$ cat config.mk
export PLATFORM = sky130hd
export DESIGN_NAME = dfm_mapper
export DESIGN_NICKNAME = d
export VERILOG_FILES = /design/src/dfm_pkg.sv /design/src/dfm_mapper.sv
export SDC_FILE = /design/constraint.sdc
export NUM_CORES = 1
export LEC_CHECK = 0
export ABC_CLOCK_PERIOD_IN_PS = 8150
export BUFFER_PORTS_ARGS = -buffer_cell sky130_fd_sc_hd__buf_2
export CAP_MARGIN = 5
export CORE_MARGIN = 5
export CORE_UTILIZATION = 50
export DETAILED_ROUTE_END_ITERATION = 12
export PLACE_DENSITY = 0.72
export RECOVER_POWER = 100
export SLEW_MARGIN = 20
export SYNTH_ARGS = -nofsm -noshare
export SYNTH_HDL_FRONTEND = slang
export SYNTH_SLANG_ARGS = --single-unit
$ cat constraint.sdc
create_clock -name CLK -period 8.15 [get_ports CLK]
set_input_delay 1.2225 -clock CLK [delete_from_list [all_inputs] [get_ports CLK]]
set_output_delay 1.2225 -clock CLK [all_outputs]
set_load 0.005 [all_outputs]
$ cat src/dfm_pkg.sv
`default_nettype none
package dfm_pkg;

    // ****************************************************************
    // Register map (APB byte addresses, one word each)
    // ****************************************************************
    localparam logic [7:0] ADDR_DI_CFG    = 8'h00; // Input function selects
    localparam logic [7:0] ADDR_AIN_CFG   = 8'h04; // Analog trip setup
    localparam logic [7:0] ADDR_STATUS    = 8'h08; // Live state, read only
    localparam logic [7:0] ADDR_FAULT_CLR = 8'h0C; // Write one to clear

    // ****************************************************************
    // Field positions
    // ****************************************************************
    localparam int unsigned DI_SEL_W     = 5;  // Width of one select
    localparam int unsigned DI_SEL_STEP  = 8;  // Byte lane per input
    localparam int unsigned AIN_TYPE_LSB = 0;  // Trip type field
    localparam int unsigned AIN_LVL_LSB  = 8;  // Trip level, percent
    localparam int unsigned AIN_DLY_LSB  = 16; // Trip delay, tenths s
    localparam int unsigned ST_DIN_LSB   = 0;  // Synced input levels
    localparam int unsigned ST_DI_FLT    = 8;  // Latched input fault
    localparam int unsigned ST_AIN_FLT   = 9;  // Latched analog fault
    localparam int unsigned ST_AIN_COND  = 10; // Raw trip condition

    // ****************************************************************
    // Function and trip type codes
    // ****************************************************************
    typedef enum logic [4:0] {
        FN_OFF, FN_STOP, FN_FAULT_ON_HIGH, FN_FAULT_ON_LOW, FN_FAULT_RESET,
        FN_DISCONNECT_MONITOR, FN_INLINE_CONFIRM, FN_BYPASS_CONFIRM,
        FN_EMERGENCY_OVERLOAD_CLEAR, FN_SOURCE_SELECT, FN_HEATER_OFF,
        FN_HEATER_ON, FN_RAMP_SELECT, FN_SLOW_FWD, FN_SLOW_REV,
        FN_BRAKE_INHIBIT, FN_BRAKE_PERMIT
    } dfm_fn_t;

    typedef enum logic [1:0] {
        AT_OFF, AT_LOW, AT_HIGH
    } dfm_trip_t;

    // ****************************************************************
    // Values after reset
    // ****************************************************************
    localparam dfm_fn_t    RST_SEL_ONE   = FN_STOP;
    localparam dfm_fn_t    RST_SEL_REST  = FN_OFF;
    localparam dfm_trip_t  RST_TRIP_TYPE = AT_OFF;
    localparam logic [7:0] RST_TRIP_LVL  = 8'h32; // 50 percent
    localparam logic [9:0] RST_TRIP_DLY  = 10'h001; // 0.1 s

    // ****************************************************************
    // Timing
    // ****************************************************************
    localparam int unsigned CLK_PERIOD_NS = 10;  // 100 MHz
    localparam int unsigned TICK_MS       = 100; // Delay unit, 0.1 s
    localparam int unsigned TICK_CYCLES   =
        (TICK_MS * 1000000) / CLK_PERIOD_NS;

    // ****************************************************************
    // Function outputs carried together
    // ****************************************************************
    typedef struct packed {
        logic stop_cmd;                 // Three-wire stop requested
        logic fault_reset;              // Pulse, clear latched faults
        logic disconnect_monitor;       // Disconnect switch closed
        logic inline_fb;                // Inline contactor feedback
        logic bypass_fb;                // Bypass / second_contactor
        logic emergency_overload_clear; // Pulse, clear overload
        logic remote_sel;               // Remote control source
        logic heater_off;               // Force motor heating off
        logic heater_on;                // Force motor heating on
        logic ramp2_sel;                // Second acceleration ramp
        logic slow_fwd;                 // Slow speed forward
        logic slow_rev;                 // Slow speed reverse
        logic brake_inhibit;            // Inhibit DC injection brake
        logic brake_permit;             // Permit DC injection brake
    } dfm_func_t;

endpackage
`default_nettype wire

$ cat src/dfm_mapper.sv
// The register offsets and the APB register port are this design's own decisions.
`timescale 1ns/10ps
`default_nettype none
module dfm_mapper #(
    parameter int unsigned N_IN        = 3,
    parameter int unsigned TICK_CYCLES = dfm_pkg::TICK_CYCLES
) (
    input  wire logic             CLK,
    input  wire logic             RST,
    input  wire logic             PSEL,
    input  wire logic             PENABLE,
    input  wire logic             PWRITE,
    input  wire logic [7:0]       PADDR,
    input  wire logic [31:0]      PWDATA,
    output var  logic [31:0]      PRDATA,
    output var  logic             PREADY,
    output var  logic             PSLVERR,
    input  wire logic [N_IN-1:0]  DIN,
    input  wire logic [7:0]       AIN_LEVEL,
    input  wire logic             MOTOR_RUNNING,
    input  wire logic             OVERLOAD_TRIPPED,
    output var  dfm_pkg::dfm_func_t FUNC,
    output var  logic             DI_FAULT,
    output var  logic             AIN_FAULT
);

    // ****************************************************************
    // Declarations
    // ****************************************************************
    logic [N_IN-1:0]   din_meta_ff;    // First sync stage only
    logic [N_IN-1:0]   din_ff;         // Synchronised levels
    logic [N_IN-1:0]   din_prev_ff;    // For rising-edge detect
    dfm_pkg::dfm_fn_t  sel_ff [N_IN];  // Per-input function select
    dfm_pkg::dfm_trip_t trip_type_ff;  // Analog trip type
    logic [7:0]        trip_lvl_ff;    // Trip level, percent
    logic [9:0]        trip_dly_ff;    // Trip delay, ticks
    logic [31:0]       tick_cnt_ff;    // Prescaler to 0.1 s
    logic              tick;           // One clock every 0.1 s
    logic [9:0]        trip_cnt_ff;    // Ticks condition held
    logic              ain_cond;       // Raw comparator result
    logic              wr_en;          // Write committed this edge
    logic              rd_setup;       // First access cycle
    logic              addr_ok;        // Decoded address
    dfm_pkg::dfm_func_t nxt_func;      // Decoded function levels
    logic              di_fault_set;   // Input fault this cycle
    logic              clr_faults;     // Reset by input edge
    logic [31:0]       nxt_prdata;     // Read mux
    logic [N_IN-1:0]   din_rise;       // Rising edges

    // ****************************************************************
    // APB slave, one wait state
    // ****************************************************************
    assign rd_setup = PSEL && PENABLE && !PREADY;
    assign wr_en    = PSEL && PENABLE && PREADY && PWRITE;
    assign addr_ok  = (PADDR == dfm_pkg::ADDR_DI_CFG)  ||
                      (PADDR == dfm_pkg::ADDR_AIN_CFG) ||
                      (PADDR == dfm_pkg::ADDR_STATUS)  ||
                      (PADDR == dfm_pkg::ADDR_FAULT_CLR);

    // Ready rises on the second access cycle, then drops
    always_ff @(posedge CLK or posedge RST) begin
        if (RST) begin
            PREADY  <= 1'b0;
            PSLVERR <= 1'b0;
        end else begin
            PREADY  <= rd_setup;
            PSLVERR <= rd_setup && !addr_ok;
        end
    end

    // Read mux; unmapped and clear register read as zero
    always_comb begin
        nxt_prdata = 32'h0000_0000;
        case (PADDR)
            dfm_pkg::ADDR_DI_CFG: begin
                for (int i = 0; i < N_IN; i++) begin
                    nxt_prdata[i*dfm_pkg::DI_SEL_STEP +: dfm_pkg::DI_SEL_W]
                        = sel_ff[i];
                end
            end
            dfm_pkg::ADDR_AIN_CFG: begin
                nxt_prdata[dfm_pkg::AIN_TYPE_LSB +: 2] = trip_type_ff;
                nxt_prdata[dfm_pkg::AIN_LVL_LSB +: 8]  = trip_lvl_ff;
                nxt_prdata[dfm_pkg::AIN_DLY_LSB +: 10] = trip_dly_ff;
            end
            dfm_pkg::ADDR_STATUS: begin
                nxt_prdata[dfm_pkg::ST_DIN_LSB +: N_IN] = din_ff;
                nxt_prdata[dfm_pkg::ST_DI_FLT]   = DI_FAULT;
                nxt_prdata[dfm_pkg::ST_AIN_FLT]  = AIN_FAULT;
                nxt_prdata[dfm_pkg::ST_AIN_COND] = ain_cond;
            end
            default: begin
                nxt_prdata = 32'h0000_0000;
            end
        endcase
    end

    // Read data captured in the wait cycle, stable at ready
    always_ff @(posedge CLK or posedge RST) begin
        if (RST) begin
            PRDATA <= 32'h0000_0000;
        end else if (rd_setup) begin
            PRDATA <= PWRITE ? 32'h0000_0000 : nxt_prdata;
        end
    end

    // ****************************************************************
    // Configuration registers
    // ****************************************************************
    // Function selects; codes above the last one act as off
    always_ff @(posedge CLK or posedge RST) begin
        if (RST) begin
            for (int i = 0; i < N_IN; i++) begin
                // First input stops, the others do nothing
                sel_ff[i] <= (i == 0) ? dfm_pkg::RST_SEL_ONE
                                      : dfm_pkg::RST_SEL_REST;
            end
        end else if (wr_en && PADDR == dfm_pkg::ADDR_DI_CFG) begin
            for (int i = 0; i < N_IN; i++) begin
                // Each input keeps its own select
                sel_ff[i] <= dfm_pkg::dfm_fn_t'(PWDATA[i*dfm_pkg::DI_SEL_STEP
                              +: dfm_pkg::DI_SEL_W]);
            end
        end
    end

    // Analog trip setup; off after reset
    always_ff @(posedge CLK or posedge RST) begin
        if (RST) begin
            trip_type_ff <= dfm_pkg::RST_TRIP_TYPE;
            trip_lvl_ff  <= dfm_pkg::RST_TRIP_LVL;
            trip_dly_ff  <= dfm_pkg::RST_TRIP_DLY;
        end else if (wr_en && PADDR == dfm_pkg::ADDR_AIN_CFG) begin
            trip_type_ff <= dfm_pkg::dfm_trip_t'(
                            PWDATA[dfm_pkg::AIN_TYPE_LSB +: 2]);
            trip_lvl_ff  <= PWDATA[dfm_pkg::AIN_LVL_LSB +: 8];
            trip_dly_ff  <= PWDATA[dfm_pkg::AIN_DLY_LSB +: 10];
        end
    end

    // ****************************************************************
    // Input synchroniser
    // ****************************************************************
    // Field wiring is asynchronous; two stages before any decode
    always_ff @(posedge CLK or posedge RST) begin
        if (RST) begin
            din_meta_ff <= '0;
            din_ff      <= '0;
            din_prev_ff <= '0;
        end else begin
            din_meta_ff <= DIN;
            din_ff      <= din_meta_ff;
            din_prev_ff <= din_ff;
        end
    end
    assign din_rise = din_ff & ~din_prev_ff;

    // ****************************************************************
    // Function decode
    // ****************************************************************
    // Two inputs on one function are ORed together
    always_comb begin
        nxt_func     = '0;
        di_fault_set = 1'b0;
        for (int i = 0; i < N_IN; i++) begin
            case (sel_ff[i])
                dfm_pkg::FN_OFF: begin
                    di_fault_set = di_fault_set;
                end
                dfm_pkg::FN_STOP: begin
                    // Normally closed stop: open wire means stop
                    nxt_func.stop_cmd |= !din_ff[i];
                end
                dfm_pkg::FN_FAULT_ON_HIGH: begin
                    di_fault_set |= din_ff[i];
                end
                dfm_pkg::FN_FAULT_ON_LOW: begin
                    di_fault_set |= !din_ff[i];
                end
                dfm_pkg::FN_FAULT_RESET: begin
                    nxt_func.fault_reset |= din_rise[i];
                end
                dfm_pkg::FN_DISCONNECT_MONITOR: begin
                    nxt_func.disconnect_monitor |= din_ff[i];
                end
                dfm_pkg::FN_INLINE_CONFIRM: begin
                    nxt_func.inline_fb |= din_ff[i];
                end
                dfm_pkg::FN_BYPASS_CONFIRM: begin
                    nxt_func.bypass_fb |= din_ff[i];
                end
                dfm_pkg::FN_EMERGENCY_OVERLOAD_CLEAR: begin
                    // Only meaningful once an overload trip exists
                    nxt_func.emergency_overload_clear |=
                        din_rise[i] && OVERLOAD_TRIPPED;
                end
                dfm_pkg::FN_SOURCE_SELECT: begin
                    nxt_func.remote_sel |= din_ff[i];
                end
                dfm_pkg::FN_HEATER_OFF: begin
                    nxt_func.heater_off |= din_ff[i];
                end
                dfm_pkg::FN_HEATER_ON: begin
                    nxt_func.heater_on |= din_ff[i];
                end
                dfm_pkg::FN_RAMP_SELECT: begin
                    nxt_func.ramp2_sel |= din_ff[i];
                end
                dfm_pkg::FN_SLOW_FWD: begin
                    nxt_func.slow_fwd |= din_ff[i];
                end
                dfm_pkg::FN_SLOW_REV: begin
                    nxt_func.slow_rev |= din_ff[i];
                end
                dfm_pkg::FN_BRAKE_INHIBIT: begin
                    nxt_func.brake_inhibit |= din_ff[i];
                end
                dfm_pkg::FN_BRAKE_PERMIT: begin
                    nxt_func.brake_permit |= din_ff[i];
                end
                default: begin
                    di_fault_set = di_fault_set; // Unused codes: off
                end
            endcase
        end
    end

    // Function outputs registered straight to the pins
    always_ff @(posedge CLK or posedge RST) begin
        if (RST) begin
            FUNC <= '0;
        end else begin
            FUNC <= nxt_func;
        end
    end

    // ****************************************************************
    // Analog trip comparator
    // ****************************************************************
    always_comb begin
        case (trip_type_ff)
            dfm_pkg::AT_LOW:  ain_cond = AIN_LEVEL < trip_lvl_ff;
            dfm_pkg::AT_HIGH: ain_cond = AIN_LEVEL > trip_lvl_ff;
            default:          ain_cond = 1'b0;
        endcase
    end

    // 0.1 s prescaler for the delay count
    assign tick = (tick_cnt_ff == 32'(TICK_CYCLES - 1));
    always_ff @(posedge CLK or posedge RST) begin
        if (RST) begin
            tick_cnt_ff <= 32'h0000_0000;
        end else begin
            tick_cnt_ff <= tick ? 32'h0000_0000 : tick_cnt_ff + 32'h1;
        end
    end

    // Persistence count; restarts whenever condition or run drops
    always_ff @(posedge CLK or posedge RST) begin
        if (RST) begin
            trip_cnt_ff <= 10'h000;
        end else if (!(ain_cond && MOTOR_RUNNING)) begin
            trip_cnt_ff <= 10'h000;
        end else if (tick && trip_cnt_ff != 10'h3FF) begin
            trip_cnt_ff <= trip_cnt_ff + 10'h001;
        end
    end

    // ****************************************************************
    // Latched faults; a new fault beats any clear
    // ****************************************************************
    assign clr_faults = nxt_func.fault_reset;

    always_ff @(posedge CLK or posedge RST) begin
        if (RST) begin
            DI_FAULT <= 1'b0;
        end else if (di_fault_set) begin
            DI_FAULT <= 1'b1;
        end else if (clr_faults || (wr_en &&
                 PADDR == dfm_pkg::ADDR_FAULT_CLR &&
                 PWDATA[dfm_pkg::ST_DI_FLT])) begin
            DI_FAULT <= 1'b0;
        end
    end

    always_ff @(posedge CLK or posedge RST) begin
        if (RST) begin
            AIN_FAULT <= 1'b0;
        end else if (ain_cond && MOTOR_RUNNING &&
                     trip_cnt_ff >= trip_dly_ff) begin
            AIN_FAULT <= 1'b1;
        end else if (clr_faults || (wr_en &&
                 PADDR == dfm_pkg::ADDR_FAULT_CLR &&
                 PWDATA[dfm_pkg::ST_AIN_FLT])) begin
            AIN_FAULT <= 1'b0;
        end
    end
endmodule
`default_nettype wire

==> flow_summary.yaml, run 1 <==
outcome:
  run_status: "finished with violations"
  failing_checks: "capacitance limit, slew limit"
detailed_routing:
  via_count: 4824
  via_per_inst: 5.519
  routed_wire_length_per_instance_um: 16.77
  postRouteAntennaNets: 0
  drt_first_iter_violations: 324
  drt_wl_total_um: 14650
  firstDrtPassIters: 5
  detail_route.drc_violations: 0
clocking:
  clk_path_buf_depth: 2
  worst_skew_pair.late_latency_ps: 420
  cts-htree-levels: 4
  cts-buffers-inserted: 17
  cts.reportedPaths.clkPinSlew_ps: 60
  cts_root_buffer_type: "sky130_fd_sc_hd__clkbuf_16"
  numClockSinks: 127
  cts.repair_timing.setup_buffer_count: 0
  cts.repair.resized: 0
  holdBufCountCts: 0
  tritoncts: "yes"
yosys:
  synthSimpleGateAreaFrac_pct: 21.51
  synth_area_leader_cell: "sky130_fd_sc_hd__dfrtp_1"
  synth.most_common_cell: "sky130_fd_sc_hd__dfrtp_1"
  yosys.cell_types.count: 68
  synth_enable_flop_cells: 0
  post_synth_most_frequent_cells: "122 x sky130_fd_sc_hd__dfrtp_1, 44 x sky130_fd_sc_hd__nand2_1, 42 x sky130_fd_sc_hd__nor2_1, 35 x sky130_fd_sc_hd__o21ai_0, 34 x sky130_fd_sc_hd__inv_1"
  postSynthRegisterBits: 127
  synth-seq-area-share_pct: 49.31
  xor_xnor_cell_area_share_of_the_yosys_netlist_pct: 5.290
  syn-instance-count: 604
  synth.area.top_cells: "sky130_fd_sc_hd__dfrtp_1 47%, sky130_fd_sc_hd__ha_1 4.3%, sky130_fd_sc_hd__xor2_1 3.1%"
  netlist_area_mm2: 0.006457
  synth_largest_type_area_fraction_pct: 47.28
  ys_flop_type: "sky130_fd_sc_hd__dfrtp_1"
  synth_area_per_cell_um2: 10.69
  synth-adder-area-share_pct: 4.263
  yosysWarnings: 0
  synth_compound_gate_area_share_pct: 9.630
  post_synth_mux_area_share_pct: 4.476
  post_synthesis_async_set_or_reset_flop_share_pct: 100.0
  synth_top_family_by_area: "simple AND/OR/NAND/NOR gates"
sta:
  max_slew_margin_pct: -60.29
  setup_total_negative_slack_ps: 0
  layout_min_cycle_time_ps: 4312
  worstMarginPinSlew_ps: 2391
  achievable-frequency_ghz: 0.2319
  final-setup-viol-count: 0
  timing.clock.skew_ps: 6.531
  post-route-period-util_pct: 52.91
  rsz_0062_raised_after_global_routing: "no"
  setup_slack_ps: 3838
  final_max_slew_viol_count: 126
  final_hold_viol_count: 0
global_route:
  gr-total-overflow: 0
  first_global_vias: 4901
  gr_usage_total_pct: 20.58
  globalRoute.busiestLayer: "met2"
  groute.layer.met1.usage_pct: 26.26
  met3_layer_usage_reported_by_global_route_pct: 5.404
  first_pass_grt_wire_length_um: 24360
  grt.met2_usage_pct: 33.66
  antenna_found_initial: 1
  grt_start_max_net_pins: 72
die:
  initial_core_util_pct: 51.17
  fp.dieArea_mm2: 0.01529
  io-pin-count: 108
  die_height_um: 123.6
  chipWidth_um: 123.6
  floorplan.core_area_mm2: 0.01262
  num_rows: 41
setup_path:
  setup.worst_path.class: "in -> reg"
  cp-start-kind: "primary input"
  critical_path_peak_fanout: 27
  cp.required_ps: 8500
  cp_cell_sequence: "clkbuf_1 > inv_1 > nor4_1 > clkbuf_1 > mux2_2"
  critical-path-max-stage-delay_ps: 1470
  worst_ep_arrival_time_ps: 4660
  timing.critical_path.slowest_stage_cell: "sky130_fd_sc_hd__nor4_1"
  worstSetupEndpointType: "register"
  cell_with_the_most_instances_on_the_worst_path: "sky130_fd_sc_hd__clkbuf_1"
job:
  max_cap_viol_count: 6
final_layout:
  final_nets: 768
  fillerInstances: 1144
  post_route_cells_drive_above_1_share_pct: 18.54
  area.growth.synth_to_final_pct: 15.35
power:
  p_clk_share_pct: 54.8
  netSwitchingPower_mw: 0.3226
  power.combinational.fraction_pct: 3.1
  static-leakage-power_nw: 3.651
  power.internal_mw: 1.198
  pwr_density_cell_mw_per_mm2: 204.2
  power_frac_seq_pct: 42.1
  power_switching_share_pct: 21.22
  vdd.ir_drop.worst_v: 0.0001615
hold_path:
  hold_path_class: "reg -> reg"
placed_design:
  post_detail_place_hpwl_um: 10660
  gp_routability_congestion: 0.8744
  dp_slack_ps: 4677
  placement.io_buffers: 89
==> power by group through the flow <==
stage | combinational, mW | clock [mW] | sequential [mW]
detailed placement | 0.0495 | 0 | 0.651
global route | 0.0545 | 0.877 | 0.640
finish | 0.0474 | 0.834 | 0.640
floorplan | 0.0302 | 0 | 0.649
global placement | 0.0480 | 0 | 0.651
CTS | 0.0497 | 0.844 | 0.640
==> path summary, 6_finish.rpt <==
path,from,endpoint,slack (ps),cells after the start
min reg2reg,din_meta_ff[2],din_ff[2],350,0
min in group asynchronous,RST,trip_dly_ff[7],1440,2
max in group asynchronous,RST,FUNC[2],4930,3
max reg2reg,tick_cnt_ff[0],trip_cnt_ff[9],4470,6
max,PADDR[2],trip_dly_ff[0],3840,5
min,din_meta_ff[2],din_ff[2],350,0
==> critical path: cells and delay by family <==
family	cells	cell delay [ps]
buffers and inverters	3	1540
muxes	1	420
and+or+nand+nor	1	1470
==> final cells by class <==
type | count | area, um2 | area share [%]
diodes | 1 | 2.502 | 0.03360
clock inverters | 15 | 234.0 | 3.141
well taps | 172 | 215.2 | 2.889
flip-flops and latches | 127 | 3184 | 42.75
repair buffers | 92 | 431.7 | 5.795
multi-input cells | 415 | 2823 | 37.90
inverters | 35 | 132.6 | 1.781
clock buffers | 17 | 425.4 | 5.711
==> stage by stage <==
| stage | utilization (%) | instance area (um2) | cells | total power, mW | hold slack (ps) |
|---|---|---|---|---|---|
| floorplan | - | 6487 | 612 | 0.6794 | 331.2 |
| global placement | 55.14 | 6958 | 841 | 0.6986 | 338.7 |
| detailed placement | 55.14 | 6958 | 841 | 0.7001 | 338.1 |
| CTS | 60.36 | 7617 | 873 | 1.533 | 350.1 |
| global route | 59.02 | 7448 | 874 | 1.572 | 352.1 |
| finish | 59.02 | 7448 | 874 | 1.521 | 347.5 |
==> kinds of logic after synthesis <==
| logic type | Yosys count |
|---|---|
| muxes | 23 |
| other | 1 |
| buffers and inverters | 70 |
| xor gates and xnor gates | 39 |
| and+or+nand+nor | 228 |
| adders and majority gates | 22 |
| AOI/OAI and AO/OA | 94 |
| DFF | 127 |
==> sequential cells by signal, indices dropped and copies added (netlist names), 2 cells and up <==
| register | cells |
|---|---|
| FUNC | 14 |
| PRDATA | 23 |
| din_ff | 3 |
| din_meta_ff | 3 |
| din_prev_ff | 3 |
| sel_ff | 15 |
| tick_cnt_ff | 32 |
| trip_cnt_ff | 10 |
| trip_dly_ff | 10 |
| trip_lvl_ff | 8 |
| trip_type_ff | 2 |
==> placed cells by master (no fill, tap or decap), types with 10 or more instances in the layout <==
cell type	synthesis	layout
sky130_fd_sc_hd__dfrtp_1	122	122
sky130_fd_sc_hd__buf_2	7	66
sky130_fd_sc_hd__nand2_1	44	44
sky130_fd_sc_hd__nor2_1	42	42
sky130_fd_sc_hd__o21ai_0	35	35
sky130_fd_sc_hd__inv_1	34	33
sky130_fd_sc_hd__nand3_1	32	33
sky130_fd_sc_hd__clkbuf_1	12	24
sky130_fd_sc_hd__xor2_1	23	23
sky130_fd_sc_hd__ha_1	22	22
sky130_fd_sc_hd__nand4_1	17	18
sky130_fd_sc_hd__clkbuf_16	0	17
sky130_fd_sc_hd__xnor2_1	16	16
sky130_fd_sc_hd__nor2b_1	14	14
sky130_fd_sc_hd__a21oi_1	13	13
sky130_fd_sc_hd__nand2b_1	12	12
sky130_fd_sc_hd__nor4_1	10	11
sky130_fd_sc_hd__a22o_1	10	10
==> routing by layer <==
layer / up-vias / wire, um
met4: 0 / 206
met2: 126 / 7253
met3: 20 / 836
li1: 2295 / -
met1: 2383 / 6356
met5: - / 0
(Power assumes the default switching activity.)
==> run 2: changes to the inputs <==
Settings changed: ABC_CLOCK_PERIOD_IN_PS 8150 to 3600, PLACE_DENSITY 0.72 to 0.75.
Clock period 8.15 ns to 3.6 ns, I/O delays scaled along.
==> run 2 against run 1 <==
Clock skew up 1.3 ps. Register-to-register slack worse by 3700 ps. Largest cell class unchanged. The flow still finishes with violations (capacitance limit, slew limit). Clock-buffer cell count up 10. Non-clock buffer count up 3. Core utilization down 0.65 points. Largest power group unchanged. Combinational power up 130%. Worst setup slack worse by 3100 ps. Clock power up 92%.
==> flow_summary.yaml, run 2 (synthesized netlist as in run 1, its figures left out) <==
setup_path:
  critical_path_peak_fanout: 26
  timing.critical_path.slowest_stage_cell: "sky130_fd_sc_hd__nor3_2"
  cp.required_ps: 3940
  reg2regPathDepth: 7
  cp-start-kind: "register"
  critical_path.endpoint: "PRDATA[12]"
  rr_startpoint: "PREADY"
  setup.worst_path.class: "reg -> reg"
  worstSetupEndpointType: "register"
  critical-path-max-stage-delay_ps: 820
  regToRegEndpoint: "PRDATA[12]"
  worst_ep_arrival_time_ps: 3160
  reg2reg_setup_slack_ps: 780
  cp_cell_sequence: "nand3b_1 > clkbuf_1 > nor2_1 > nand2_1 > nor3_2 > a222oi_1 > inv_1"
  cp-startpoint: "PREADY"
final_layout:
  fillerInstances: 1101
  layout.cell_area.non_filler_mm2: 0.007366
  final_cell_mix: "122 x sky130_fd_sc_hd__dfrtp_1, 67 x sky130_fd_sc_hd__buf_2, 44 x sky130_fd_sc_hd__nand2_1"
  largest_register: "tick_cnt_ff"
  final_nets: 771
  post_route_cells_drive_above_1_share_pct: 18.18
  seqCellArea_mm2: 0.003184
  multiInputGateArea_mm2: 0.002825
  layout_commonest_cell: "sky130_fd_sc_hd__dfrtp_1"
  reg_top3: "tick_cnt_ff x32, PRDATA x23, sel_ff x15"
  largest_register_ff_count: 32
  area.growth.synth_to_final_pct: 14.07
clocking:
  cts-htree-levels: 4
  cts-buffers-inserted: 17
  cts.repair_timing.setup_buffer_count: 0
  tritoncts: "yes"
  holdBufCountCts: 0
  cts.repair.resized: 0
  cts_root_buffer_type: "sky130_fd_sc_hd__clkbuf_16"
  clk_path_buf_depth: 2
  numClockSinks: 127
  cts.reportedPaths.clkPinSlew_ps: 60
  worst_skew_pair.late_latency_ps: 410
global_route:
  gr_usage_total_pct: 20.28
  antenna_found_initial: 1
  first_pass_grt_wire_length_um: 24100
  grt_start_max_net_pins: 67
  gr-total-overflow: 0
  first_global_vias: 4824
placed_design:
  gp_routability_congestion: 0.9052
  post_detail_place_hpwl_um: 10600
  dpl_cell_area_mm2: 0.006994
  placement.io_buffers: 89
power:
  pwr_density_cell_mw_per_mm2: 429.2
  vdd.ir_drop.worst_v: 0.0002939
  static-leakage-power_nw: 3.614
die:
  initial_core_util_pct: 51.17
  chipWidth_um: 123.6
  die_height_um: 123.6
  floorplan.core_area_mm2: 0.01262
  num_rows: 41
  io-pin-count: 108
  fp.dieArea_mm2: 0.01529
detailed_routing:
  postRouteAntennaNets: 0
  detail_route.drc_violations: 0
  routed_wire_length_per_instance_um: 16.80
  via_count: 4898
  drt_wl_total_um: 14740
  firstDrtPassIters: 5
  drt_first_iter_violations: 405
  via_per_inst: 5.585
outcome:
  failing_checks: "capacitance limit, slew limit"
  run_status: "finished with violations"
job:
  max_cap_viol_count: 1
sta:
  achievable-frequency_ghz: 0.3541
  setup_total_negative_slack_ps: 0
  rsz_0062_raised_after_global_routing: "no"
  worstMarginPinSlew_ps: 1548
  max_slew_margin_pct: -3.181
  final_max_slew_viol_count: 67
  final-setup-viol-count: 0
  hold_ws_ps: 236.0
  post-route-period-util_pct: 78.44
  timing.clock.skew_ps: 7.875
  layout_min_cycle_time_ps: 2824
  final_hold_viol_count: 0
hold_path:
  hold_path_class: "in -> reg"
==> run 2: cell types whose count changed in the layout (fill, tap and decap cells not counted), moves of 2 or more <==
cell and delta:
sky130_fd_sc_hd__nor4b_2 +2, sky130_fd_sc_hd__bufinv_16 -4, sky130_fd_sc_hd__clkbuf_8 +4, sky130_fd_sc_hd__clkinv_4 -4
sky130_fd_sc_hd__nor4b_4 -2, sky130_fd_sc_hd__inv_6 -3, sky130_fd_sc_hd__clkbuf_1 +8
==> run 2: worst min path at each step <==
stage / from / depth (start not counted) / slack (ps) / end
final: DIN[1] / 1 / 240 / din_meta_ff[1]
after global routing: DIN[0] / 1 / 220 / din_meta_ff[0]
after CTS: RST / 2 / 220 / trip_cnt_ff[7]
after detailed placement: din_meta_ff[2] / 0 / 340 / din_ff[2]
after global placement: din_meta_ff[2] / 0 / 340 / din_ff[2]
after floorplan: din_meta_ff[0] / 0 / 330 / din_ff[0]
==> run 2: power breakdown <==
group	internal, mW	switching [mW]	leakage [nW]
Combinational	0.0375	0.0707	1.71
Sequential	1.44	0.00944	1.64
Clock	1.02	0.582	0.264
==> run 2: per-stage QoR <==
step | setup WS, ps | power (mW) | cells | utilization [%]
final | 776.0 | 3.161 | 877 | 58.37
after CTS | 1207 | 3.188 | 876 | 59.87
after floorplan | 1497 | 1.538 | 612 | -
after global placement | 1221 | 1.583 | 844 | 55.42
after detailed placement | 1060 | 1.588 | 844 | 55.42
after global routing | 590.7 | 3.274 | 877 | 58.37
==> run 2: worst max-delay path, delay by kind of cell, from the launching register on <==
| kind | cells | cell delay (ps) |
|---|---|---|
| AO/OA/AOI/OAI | 1 | 230 |
| flip-flops | 1 | 380 |
| AND/OR/NAND/NOR | 4 | 1500 |
| buffers and inverters | 2 | 640 |
==> run 2: final cells by class <==
class	count	area share [%]
antenna	1	0.03397
clock buffer	27	6.829
clock inverter	5	0.7814
inverter	35	1.801
multi-input combinational	415	38.36
sequential	127	43.23
tap	172	2.922
timing repair buffer	95	6.047
==> run 2: routing by layer <==
layer	part of all wire [%]	wire length [um]	global-route usage (%)
met5	0	0	0
met4	2.2	323	6.644
met3	5.6	827	5.359
met2	50	7366	34.64
met1	42	6218	25.04
==> run 3: changes to the inputs <==
Settings changed: ABC_CLOCK_PERIOD_IN_PS 3600 to 2350.
Clock period 3.6 ns to 2.35 ns, I/O delays scaled along.
==> run 3 against run 2 <==
The flow still finishes with violations (capacitance limit, slew limit). Clock skew rose by 5.6 ps. Core utilization rose by 0.58 points. Sequential share of layout area fell by 0.42 points. Cell count rose by 0.11%. Clock power rose by 60%. Cell area rose by 0.99%. Flip-flop and latch count did not move. Via count fell by 0.65%. Hold slack got worse by 200 ps. Fmax rose by 32%. Combinational power rose by 55%. Critical path type unchanged. Highest routed layer unchanged.
==> flow_summary.yaml, run 3 (synthesized netlist as in run 1, its figures left out) <==
outcome:
  run_status: "finished with violations"
  failing_checks: "capacitance limit, slew limit"
detailed_routing:
  routed_wire_length_per_instance_um: 17.07
  drt_first_iter_violations: 354
  detail_route.drc_violations: 0
  firstDrtPassIters: 5
  postRouteAntennaNets: 0
  via_per_inst: 5.542
  via_count: 4866
  drt_wl_total_um: 14990
placed_design:
  placement.io_buffers: 89
  post_detail_place_hpwl_um: 10690
  gp_routability_congestion: 0.9045
die:
  fp.dieArea_mm2: 0.01529
  io-pin-count: 108
  floorplan.core_area_mm2: 0.01262
  chipWidth_um: 123.6
  initial_core_util_pct: 51.17
  die_height_um: 123.6
  num_rows: 41
sta:
  final_hold_viol_count: 0
  timing.clock.skew_ps: 13.48
  final_max_slew_viol_count: 128
  worstMarginPinSlew_ps: 1686
  layout_min_cycle_time_ps: 2132
  final-setup-viol-count: 0
  setup_total_negative_slack_ps: 0
  achievable-frequency_ghz: 0.4690
  rsz_0062_raised_after_global_routing: "no"
  max_slew_margin_pct: -12.41
  post-route-period-util_pct: 90.72
power:
  post-layout-total-power_mw: 4.950
  static-leakage-power_nw: 3.665
  vdd.ir_drop.worst_v: 0.0004870
  pwr_density_cell_mw_per_mm2: 665.4
setup_path:
  critical_path_peak_fanout: 10
  reg2regPathDepth: 9
  critical-path-max-stage-delay_ps: 520
  regToRegEndpoint: "trip_cnt_ff[5]"
  cp.required_ps: 2660
  setup.worst_path.class: "reg -> reg"
  rr_startpoint: "trip_lvl_ff[1]"
  cp-start-kind: "register"
  cp_cell_sequence: "inv_1 > ha_1 > nor2b_1 > o211ai_1 > a21o_1 > and3_1 > o21ai_1 > buf_4 > nor2_1"
  worst_ep_arrival_time_ps: 2440
  reg2reg_setup_slack_ps: 220
  timing.critical_path.slowest_stage_cell: "sky130_fd_sc_hd__dfstp_1"
  worstSetupEndpointType: "register"
clocking:
  clk_path_buf_depth: 2
  cts-htree-levels: 4
  cts.reportedPaths.clkPinSlew_ps: 50
  cts.repair_timing.setup_buffer_count: 0
  tritoncts: "yes"
  numClockSinks: 127
  cts-buffers-inserted: 17
  worst_skew_pair.late_latency_ps: 420
  cts_root_buffer_type: "sky130_fd_sc_hd__clkbuf_16"
final_layout:
  reg_top3: "tick_cnt_ff x32, PRDATA x23, sel_ff x15"
  n_antenna_cell: 0
  final_nets: 773
  multiInputGateArea_mm2: 0.002843
  largest_register: "tick_cnt_ff"
  layout_commonest_cell: "sky130_fd_sc_hd__dfrtp_1"
  largest_register_ff_count: 32
  seqCellArea_mm2: 0.003184
  post_route_cells_drive_above_1_share_pct: 18.56
  area.growth.synth_to_final_pct: 15.19
  final_cell_mix: "122 x sky130_fd_sc_hd__dfrtp_1, 66 x sky130_fd_sc_hd__buf_2, 44 x sky130_fd_sc_hd__nand2_1"
  fillerInstances: 1099
hold_path:
  hold_path_class: "in -> reg"
  hold_path_depth: 1
  timing.hold.worst_endpoint: "din_meta_ff[0]"
  min-delay-start: "DIN[0]"
job:
  max_cap_viol_count: 1
global_route:
  grt_start_max_net_pins: 128
  first_global_vias: 4928
  first_pass_grt_wire_length_um: 24630
  gr-total-overflow: 0
  gr_usage_total_pct: 20.82
  antenna_found_initial: 0
[run 3: cell count changes in the layout (fill, tap and decap cells not counted), sizes merged]
cell / previous run / this run
buf: 68 / 70
clkinv: 1 / 3
clkinvlp: 4 / 2
bufinv: 1 / 2
clkbuf: 54 / 53
diode: 1 / 0
[run 3: critical path: cells and delay by family (launching register included)]
family	cells	cell delay, ps
AOI/OAI and AO/OA	3	540
DFF	1	520
and+or+nand+nor	3	380
buffers and inverters	2	300
adders and majority gates	1	280
[run 3: worst max-delay path by stage]
stage                         startpoint        endpoint  depth (start not counted)
final                     trip_lvl_ff[1]  trip_cnt_ff[5]                          9
after global routing      trip_lvl_ff[1]  trip_cnt_ff[2]                          9
after CTS                 trip_lvl_ff[1]  trip_cnt_ff[5]                          9
after detailed placement  trip_lvl_ff[1]  trip_cnt_ff[5]                          9
after global placement    trip_lvl_ff[1]  trip_cnt_ff[2]                          9
after floorplan                      RST       AIN_FAULT                          1
[run 3: layer usage]
metal / vias up / share of wire [%] / GRT usage [%]
li1: 2307 / - / -
met2: 136 / 50 / 34.94
met4: 0 / 2.3 / 7.820
met3: 31 / 4.9 / 5.631
met5: - / 0 / 0
met1: 2392 / 43 / 25.73
[run 3: cell type report]
type | count | share of cell area, %
clock buffer | 26 | 6.712
clock inverter | 6 | 1.110
inverter | 35 | 1.817
multi-input combinational | 415 | 38.22
sequential | 127 | 42.81
tap | 172 | 2.893
timing repair buffer | 97 | 6.442
[run 3: timing repair]
item,4_1_cts,5_1_grt
hold buffers,0,0
gates resized for setup,0,1
hold endpoints to repair,0,0
setup endpoints to repair,0,7
[run 3: metrics by stage]
step / utilization, % / setup slack [ps] / instances / hold WS [ps] / instance area [um2]
after global placement: 55.64 / 170.6 / 846 / 337.5 / 7022
after CTS: 60.25 / 99.80 / 878 / 23.16 / 7604
after floorplan: - / 434.3 / 612 / 331.2 / 6491
after global routing: 58.94 / 83.77 / 878 / 23.79 / 7438
after detailed placement: 55.64 / 119.7 / 846 / 336.5 / 7022
final: 58.94 / 218.0 / 878 / 35.79 / 7438
[run 3: power by group]
group | total [mW] | internal, mW | switching, mW | leakage (nW)
combinational | 0.167 | 0.0569 | 0.110 | 1.74
clock | 2.56 | 1.67 | 0.896 | 0.284
sequential | 2.22 | 2.21 | 0.0147 | 1.64
total | 4.95 | 3.93 | 1.02 | 3.67
